`src/hdl/stc_regs.svh`:
```
// Register offsets, field positions and the chip_select_control reset value of the serial timer and select control
`ifndef STC_REGS_SVH
`define STC_REGS_SVH

// ----------------------------------------
// Register byte offsets
// ----------------------------------------
`define STC_SUPPORT_OFF   8'h00
`define STC_COUNT_OFF     8'h04
`define STC_COMPARE_OFF   8'h08
`define STC_SELECT_OFF    8'h0c
`define STC_SERIAL_OFF    8'h10
`define STC_STATUS_OFF    8'h14
`define STC_EVENT_OFF     8'h18

// ----------------------------------------
// serial_support_control fields
// ----------------------------------------
`define STC_TMR_EN_BIT    0
`define STC_TDIV_LSB      1
`define STC_TSYN_BIT      6
`define STC_TIE_BIT       7
`define STC_TFLAG_BIT     8
`define STC_SERR_BIT      11
`define STC_SEIE_BIT      12

// ----------------------------------------
// chip_select_control fields
// ----------------------------------------
`define STC_SOE_BIT       0
`define STC_SPEN_BIT      1
`define STC_SLVL_BIT      5
`define STC_CDIV_LSB      6
`define STC_HOLD_BIT      9
`define STC_SELECT_RST    16'h0020

// ----------------------------------------
// serial_control fields (own register)
// ----------------------------------------
`define STC_TXE_BIT       0
`define STC_RXE_BIT       1
`define STC_SLAVE_BIT     2
`define STC_SRST_BIT      3
`define STC_RMW_BIT       4

// ----------------------------------------
// Event register: write 1 pulses
// ----------------------------------------
`define STC_EV_XFER_BIT   0
`define STC_EV_SERR_BIT   1

`define STC_TDIV_MAX      4'h8
`define STC_CDIV_BAD      3'h7
`endif

```
`src/hdl/stc_pkg.sv`:
```
// Types shared by the serial timer and select control
package stc_pkg;
  typedef struct packed {
    logic [15:0] count;
    logic        flag;
    logic        start;
  } stc_timer_t;

  typedef enum logic [1:0] {
    STC_SEL_IDLE,
    STC_SEL_XFER,
    STC_SEL_HOLD
  } stc_sel_t;
endpackage

```
`src/hdl/stc_ctrl.sv`:
```
// Serial timer and chip-select control with an AHB-Lite register slave
`timescale 1ns/1ps
`include "stc_regs.svh"

module stc_ctrl
  import stc_pkg::*;
(
  input  wire logic        clk,
  input  wire logic        rst_n,
  input  wire logic        hsel,
  input  wire logic [7:0]  haddr,
  input  wire logic [1:0]  htrans,
  input  wire logic        hwrite,
  input  wire logic [2:0]  hsize,
  input  wire logic [31:0] hwdata,
  input  wire logic        hready,
  output logic      [31:0] hrdata,
  output logic             hreadyout,
  output logic             hresp,
  input  wire logic        select_pin_in,
  input  wire logic        select_error_event,
  output logic             select_out,
  output logic             select_out_en_n,
  output logic             timed_start,
  output logic             select_tick,
  output logic             status_irq,
  output logic             select_error_irq
);

  // ----------------------------------------
  // Bus slave
  // ----------------------------------------
  logic        ph_wr;
  logic        ph_rd;
  logic [7:0]  ph_addr;
  wire         take_req = hsel && hready && htrans[1];
  always_ff @(posedge clk or negedge rst_n) begin
    if (!rst_n) begin
      ph_wr   <= 1'b0;
      ph_rd   <= 1'b0;
      ph_addr <= 8'h00;
    end else begin
      ph_wr   <= take_req && hwrite;
      ph_rd   <= take_req && !hwrite;
      ph_addr <= haddr;
    end
  end
  assign hreadyout = 1'b1;
  assign hresp     = 1'b0;

  wire wr_sup = ph_wr && (ph_addr == `STC_SUPPORT_OFF);
  wire wr_cmp = ph_wr && (ph_addr == `STC_COMPARE_OFF);
  wire wr_sel = ph_wr && (ph_addr == `STC_SELECT_OFF);
  wire wr_ser = ph_wr && (ph_addr == `STC_SERIAL_OFF);
  wire wr_ev  = ph_wr && (ph_addr == `STC_EVENT_OFF);

  // ----------------------------------------
  // Control registers
  // ----------------------------------------
  logic        tmr_en;
  logic [3:0]  tdiv;
  logic        tsyn_raw;
  logic        tie;
  logic        seie;
  logic [15:0] compare;
  logic [2:0]  cdiv;
  logic        hold_sel;
  logic        idle_lvl;
  logic        pin_en;
  logic        out_en_raw;
  logic        transmit_enable;
  logic        receive_enable;
  logic        slave;
  logic        rmw_read;
  logic        timer_flag;
  logic        select_error_flag;

  wire       tmr_stopped = !tmr_en;
  wire       ser_idle    = !transmit_enable && !receive_enable;
  wire       soft_rst    = wr_ser && hwdata[`STC_SRST_BIT];
  wire       tsyn        = tsyn_raw && !slave;
  wire       out_en      = out_en_raw && !slave;
  wire [3:0] tdiv_wr     = hwdata[`STC_TDIV_LSB +: 4];
  wire [2:0] cdiv_wr     = hwdata[`STC_CDIV_LSB +: 3];

  always_ff @(posedge clk or negedge rst_n) begin
    if (!rst_n) begin
      tmr_en   <= 1'b0;
      tdiv     <= 4'h0;
      tsyn_raw <= 1'b0;
      tie      <= 1'b0;
      seie     <= 1'b0;
    end else if (wr_sup) begin
      tmr_en <= hwdata[`STC_TMR_EN_BIT];
      tie    <= hwdata[`STC_TIE_BIT];
      seie   <= hwdata[`STC_SEIE_BIT];
      if (tmr_stopped) begin
        tsyn_raw <= hwdata[`STC_TSYN_BIT];
        if (tdiv_wr <= `STC_TDIV_MAX)
          tdiv <= tdiv_wr;
      end
    end
  end

  always_ff @(posedge clk or negedge rst_n) begin
    if (!rst_n)
      compare <= 16'h0000;
    else if (wr_cmp && tmr_stopped)
      compare <= hwdata[15:0];
  end

  always_ff @(posedge clk or negedge rst_n) begin
    if (!rst_n) begin
      cdiv       <= 3'h0;
      hold_sel   <= 1'b0;
      idle_lvl   <= 1'(`STC_SELECT_RST >> `STC_SLVL_BIT);
      pin_en     <= 1'b0;
      out_en_raw <= 1'b0;
    end else if (wr_sel) begin
      hold_sel <= hwdata[`STC_HOLD_BIT];
      if (ser_idle) begin
        if (cdiv_wr != `STC_CDIV_BAD)
          cdiv <= cdiv_wr;
        idle_lvl   <= hwdata[`STC_SLVL_BIT];
        pin_en     <= hwdata[`STC_SPEN_BIT];
        out_en_raw <= hwdata[`STC_SOE_BIT];
      end
    end
  end

  always_ff @(posedge clk or negedge rst_n) begin
    if (!rst_n) begin
      transmit_enable      <= 1'b0;
      receive_enable      <= 1'b0;
      slave    <= 1'b0;
      rmw_read <= 1'b0;
    end else if (wr_ser) begin
      transmit_enable      <= hwdata[`STC_TXE_BIT];
      receive_enable      <= hwdata[`STC_RXE_BIT];
      slave    <= hwdata[`STC_SLAVE_BIT];
      rmw_read <= hwdata[`STC_RMW_BIT];
    end
  end

  // ----------------------------------------
  // Timer prescaler and counter
  // ----------------------------------------
  logic [7:0]  pre;
  logic [15:0] count;
  logic        tmr_en_d;
  wire         tmr_rise  = tmr_en && !tmr_en_d;
  wire [8:0]   tdiv_len  = 9'h001 << tdiv;
  wire         tick      = tmr_en && !tmr_rise &&
                           ({1'b0, pre} == 9'(tdiv_len - 9'h001));
  wire         match     = tick && (count == compare);
  stc_timer_t  next_tmr;

  always_comb begin
    next_tmr.count = count;
    next_tmr.flag  = 1'b0;
    next_tmr.start = 1'b0;
    if (tmr_rise)
      next_tmr.count = 16'h0000;
    else if (match) begin
      next_tmr.count = 16'h0000;
      next_tmr.flag  = !tsyn;
      next_tmr.start = tsyn && transmit_enable;
    end else if (tick)
      next_tmr.count = 16'(count + 16'h0001);
  end

  always_ff @(posedge clk or negedge rst_n) begin
    if (!rst_n) begin
      pre      <= 8'h00;
      count    <= 16'h0000;
      tmr_en_d <= 1'b0;
    end else begin
      tmr_en_d <= tmr_en;
      count    <= next_tmr.count;
      if (tmr_rise || tick)
        pre <= 8'h00;
      else if (tmr_en)
        pre <= 8'(pre + 8'h01);
    end
  end

  assign timed_start = next_tmr.start && !tmr_rise;

  // ----------------------------------------
  // Flags: set wins over clear
  // ----------------------------------------
  wire err_event = select_error_event && !(slave && !pin_en);
  wire clr_tflag = wr_sup && !hwdata[`STC_TFLAG_BIT];
  wire clr_serr  = wr_sup && !hwdata[`STC_SERR_BIT];

  always_ff @(posedge clk or negedge rst_n) begin
    if (!rst_n) begin
      timer_flag        <= 1'b0;
      select_error_flag <= 1'b0;
    end else begin
      if (next_tmr.flag)
        timer_flag <= 1'b1;
      else if (clr_tflag || soft_rst)
        timer_flag <= 1'b0;
      if (err_event)
        select_error_flag <= 1'b1;
      else if (clr_serr || soft_rst)
        select_error_flag <= 1'b0;
    end
  end

  assign status_irq       = timer_flag && tie;
  assign select_error_irq = select_error_flag && seie;

  // ----------------------------------------
  // Chip-select timing clock and level
  // ----------------------------------------
  logic [5:0] cpre;
  wire  [6:0] cdiv_len = 7'h01 << cdiv;
  always_ff @(posedge clk or negedge rst_n) begin
    if (!rst_n)
      cpre <= 6'h00;
    else if ({1'b0, cpre} == 7'(cdiv_len - 7'h01) || slave)
      cpre <= 6'h00;
    else
      cpre <= 6'(cpre + 6'h01);
  end
  // Slave timing comes from the master, so the tick stays low there
  assign select_tick = !slave && ({1'b0, cpre} == 7'(cdiv_len - 7'h01));

  // Select pin sampled through three stages
  logic [2:0] pin_sync;
  logic       pin_level;
  always_ff @(posedge clk or negedge rst_n) begin
    if (!rst_n) begin
      pin_sync  <= 3'b000;
      pin_level <= 1'b0;
    end else begin
      pin_sync <= {pin_sync[1:0], select_pin_in};
      if (pin_sync[1] == pin_sync[2])
        pin_level <= pin_sync[2];
    end
  end

  stc_sel_t sel_st;
  stc_sel_t next_sel;
  wire      xfer_go   = timed_start || (wr_ev && hwdata[`STC_EV_XFER_BIT]);
  wire      xfer_done = wr_ev && hwdata[`STC_EV_SERR_BIT];
  wire      force_off = err_event || (soft_rst && !transmit_enable);

  always_comb begin
    next_sel = sel_st;
    case (sel_st)
      STC_SEL_IDLE: if (xfer_go && pin_en) next_sel = STC_SEL_XFER;
      STC_SEL_XFER: if (xfer_done) next_sel = hold_sel ? STC_SEL_HOLD : STC_SEL_IDLE;
      STC_SEL_HOLD: if (xfer_go) next_sel = STC_SEL_XFER;
                    else if (!hold_sel) next_sel = STC_SEL_IDLE;
      default:      next_sel = STC_SEL_IDLE;
    endcase
    if (force_off || !pin_en)
      next_sel = STC_SEL_IDLE;
  end

  always_ff @(posedge clk or negedge rst_n) begin
    if (!rst_n)
      sel_st <= STC_SEL_IDLE;
    else
      sel_st <= next_sel;
  end

  wire sel_active = (sel_st != STC_SEL_IDLE);
  always_ff @(posedge clk or negedge rst_n) begin
    if (!rst_n) begin
      select_out      <= 1'b1;
      select_out_en_n <= 1'b1;
    end else begin
      select_out      <= sel_active ? !idle_lvl : idle_lvl;
      select_out_en_n <= !(out_en && pin_en);
    end
  end

  // ----------------------------------------
  // Read mux
  // ----------------------------------------
  wire        tflag_rd = timer_flag || rmw_read;
  wire        serr_rd  = select_error_flag || rmw_read;
  wire [15:0] sup_rd   = {3'h0, seie, serr_rd, 2'h0, tflag_rd, tie, tsyn,
                          1'b0, tdiv, tmr_en};
  wire [15:0] sel_rd   = {6'h00, hold_sel, cdiv, idle_lvl, 3'h0, pin_en, out_en};
  wire [15:0] ser_rd   = {11'h000, rmw_read, 1'b0, slave, receive_enable, transmit_enable};
  wire [15:0] sts_rd   = {14'h0000, pin_level, sel_active};
  logic [15:0] rd_mux;
  always_comb begin
    case (ph_addr)
      `STC_SUPPORT_OFF: rd_mux = sup_rd;
      `STC_COUNT_OFF:   rd_mux = count;
      `STC_COMPARE_OFF: rd_mux = compare;
      `STC_SELECT_OFF:  rd_mux = sel_rd;
      `STC_SERIAL_OFF:  rd_mux = ser_rd;
      `STC_STATUS_OFF:  rd_mux = sts_rd;
      default:          rd_mux = 16'h0000;
    endcase
  end
  assign hrdata = ph_rd ? {16'h0000, rd_mux} : 32'h0000_0000;
endmodule // stc_ctrl

```
`config.mk`:
```
export PLATFORM = sky130hd
export DESIGN_NAME = stc_ctrl
export DESIGN_NICKNAME = d
export VERILOG_FILES = /design/src/hdl/stc_pkg.sv /design/src/hdl/stc_ctrl.sv
export VERILOG_INCLUDE_DIRS = /design/src /design/src/hdl
export SDC_FILE = /design/constraint.sdc
export NUM_CORES = 1
export LEC_CHECK = 0
export ABC_AREA = 0
export BUFFER_PORTS_ARGS = -buffer_cell sky130_fd_sc_hd__buf_2
export CAP_MARGIN = 15
export CORE_MARGIN = 4
export CORE_UTILIZATION = 45
export DETAILED_ROUTE_END_ITERATION = 8
export HOLD_SLACK_MARGIN = 0.08
export PLACE_DENSITY_LB_ADDON = 0.05
export REMOVE_ABC_BUFFERS = 1
export SYNTH_ARGS = -nofsm -noshare
export SYNTH_HDL_FRONTEND = slang
export SYNTH_SLANG_ARGS = --single-unit
```
`constraint.sdc`:
```
create_clock -name clk -period 9.1 [get_ports clk]
set_clock_uncertainty 0.15 [all_clocks]
set_input_delay 1.365 -clock clk [delete_from_list [all_inputs] [get_ports clk]]
set_output_delay 1.365 -clock clk [all_outputs]
set_load 0.005 [all_outputs]
```
==> impl_metrics.yaml <==
worst_setup_path:
  startpoint_type: "register"
  r2r-end: "count[3]$_DFFE_PN0P_"
  worst_setup_path_end_kind: "output port"
  reg2reg_from: "tdiv[1]$_DFFE_PN0P_"
  crit_arrival_ns: 3.00
  worstPathMaxFanout: 12
  worst_ep_required_time_ns: 7.59
  crit_type: "reg -> out"
  regToRegSetupSlack_ns: 5.45
  rr_worst_depth: 9
drt:
  post_drt_wl_per_cell_um: 17.47
  drc_errors: 0
  drt_pass1_iterations: 5
  avgViaCountPerCell: 5.625
  wirelength_um: 11690
  ant_nets: 0
  drtIter0Drc: 247
  vias: 3763
cts:
  post-cts-setup-buffers: 0
  cts_sinks: 86
  cts_resized: 0
  cts_root_buffer: "clkbuf_8"
  tritoncts: "done"
  numCtsBuffers: 9
  ctsHoldBuffers: 0
  clk_pin_slew_worst_paths_ns: 0.09
  clk_path_buf_depth: 2
  clkLatencyLatePin_ns: 0.36
  htreeDepth: 3
power:
  max-vdd-ir-drop_v: 0.00007973
  p_leak_nw: 2.251
  p_per_area_nw_per_um2: 139.5
synth:
  ys_types: 58
  yosysTopAreaCellShare_pct: 43.29
  synth-async-reset-ratio_pct: 100.0
  syn_area_per_cell_um2: 9.853
  syn_area_um2: 4798
  synth_top_area_cell: "dfrtp_1"
  synthesis.instances: 487
  synth-edff-count: 0
  yosys_warnings: 0
  synth.top_cells.by_area: "dfrtp_1 43%, mux2_2 7.0%, xnor2_1 4.9%, nor2_1 4.1%, buf_4 3.0%"
  yosysSeqAreaShare_pct: 44.93
  synth-seq-cells: 86
  ys.flop_type: "dfrtp_1"
hold_path:
  hold_path.class: "reg -> reg"
  hold_start: "pin_sync[0]$_DFF_PN0_"
  holdPathStages: 0
  hold_end: "pin_sync[1]$_DFF_PN0_"
placement:
  placed_cells: 653
  io_buffers: 53
  dp_hpwl_um: 8313
  routabilityCongestion: 0.8302
sta:
  clock.fmax_mhz: 221.4
  slew_headroom_pct: 31.43
  hold_viol: 0
  report.final.slew_viol_count: 0
  worst_pin_slew_ns: 1.025
  rsz0062_at_grt: "no"
  setup_viol: 0
  fin_crit_ns: 4.517
  tns_ns: 0
  fin_crit_sh_pct: 49.64
cells_and_area:
  area_delta_synth_final_pct: 9.857
  layout_common_cells: "83 x dfrtp_1, 53 x nor2_1, 52 x buf_2"
  final_cells: 669
  diodes: 0
  layout_commonest_cell: "dfrtp_1"
  drive_gt1_share_pct: 21.20
  fin_nets: 585
global_routing:
  grt_first_pass_wirelength_um: 19640
  grt_pass1_vias: 3686
  grt_max_degree: 66
  grt_overflow_total: 0
  grt_use_total_pct: 19.67
  grt_antenna_before_repair: 0
floorplanning:
  row_count: 37
  die-area_um2: 12380
  num_io_pins: 92
  chipHeight_um: 111.3
  chipWidth_um: 111.3
  coreArea_um2: 10370
  start_util_pct: 46.27
outcome:
  status: "complete, no violations"
flow_run:
  cap_violations: 0
==> sequential cells by signal (all words and copies together), names as in the netlist, 2 cells and up <==
name / flops
cdiv: 3
compare: 16
count: 16
cpre: 6
ph_addr: 8
pin_sync: 3
pre: 8
sel_st: 2
tdiv: 4
==> metrics by stage <==
stage	setup slack [ns]	util (%)	total power (W)	cell area, um2	hold WS [ns]
after floorplan	5.318	-	0.0004561	4609	0.1812
after global placement	5.013	49.03	0.0004849	5085	0.1895
after detailed placement	4.926	49.03	0.0004874	5085	0.1911
after CTS	4.539	50.83	0.0007430	5271	0.2108
after global routing	4.238	50.83	0.0007738	5271	0.2139
final	4.583	50.83	0.0007356	5271	0.2067
==> final cells by class <==
cell class,count,area [um2]
clock inverter,4,31.28
clock buffer,12,155.1
multi-input combinational,365,2424
sequential,86,2156
timing repair buffer,58,305.3
inverter,8,30.03
tap,136,170.2
fill,1004,5099
==> synthesized netlist by cell type (3+ instances only) <==
master and n:
buf_2 4, mux2i_1 3, nor2_1 53, clkbuf_1 20, nand2_1 31, nand3b_1 7
dfstp_2 3, a222oi_1 5, nand2b_1 7, a22oi_1 14, o21a_1 4, buf_4 19
dfrtp_1 83, and2_1 4, o22a_1 3, a22o_1 3, xor2_1 9, ha_1 5
o211ai_1 5, nand3_1 20, nand4_1 10, a221o_1 10, and3_1 12, nor4_1 3
mux2_2 30, nor3_1 10, xnor2_1 27, a31oi_1 4, or3_1 3, nor2b_1 4
inv_1 8, o21ai_0 15, a21oi_1 18
==> power breakdown <==
part / switching [W] / leakage (nW) / internal (W)
sequential: 0.0000183 / 1.08 / 0.000395
clock: 0.000141 / 0.0848 / 0.000115
combinational: 0.0000357 / 1.09 / 0.0000303
==> cell families (layout without fill, tap and decap cells) <==
| group | after synthesis | count (layout) | synth area share (%) |
|---|---|---|---|
| other | 2 | 18 | 0.1565 |
| xor gates and xnor gates | 36 | 36 | 6.571 |
| adders and majority gates | 6 | 6 | 1.512 |
| AOI/OAI and AO/OA | 95 | 95 | 14.32 |
| buffers and inverters | 52 | 82 | 5.815 |
| DFF | 86 | 86 | 44.93 |
| and+or+nand+nor | 177 | 177 | 19.04 |
| muxes | 33 | 33 | 7.666 |
==> critical path: stages, from the launching register on <==
cell and delay (ns):
dfrtp_1 0.53, nor3_1 0.29, nand2b_1 0.09, ha_1 0.27, xnor2_1 0.22, o2111ai_1 0.15, or4b_4 0.57, nor4b_1 0.35
buf_2 0.17
==> worst max path at each step <==
stage | start | endpoint | slack (ns) | depth (start not counted)
2_1_floorplan | tdiv[3]$_DFFE_PN0P_ | timed_start | 5.32 | 7
3_3_place_gp | tdiv[3]$_DFFE_PN0P_ | timed_start | 5.01 | 8
3_5_place_dp | tdiv[3]$_DFFE_PN0P_ | timed_start | 4.93 | 8
4_1_cts | tdiv[3]$_DFFE_PN0P_ | timed_start | 4.54 | 8
5_1_grt | tdiv[3]$_DFFE_PN0P_ | timed_start | 4.24 | 8
6_report | tdiv[1]$_DFFE_PN0P_ | timed_start | 4.58 | 8
==> layer usage <==
metal	vias to the layer above	track usage, %	wire length [um]
li1	1802	-	-
met1	1841	28.11	5619
met2	106	30.16	5309
met3	14	4.421	601
met4	0	5.353	154
met5	-	0	0
Note: power is estimated with default switching activity, not from simulation.
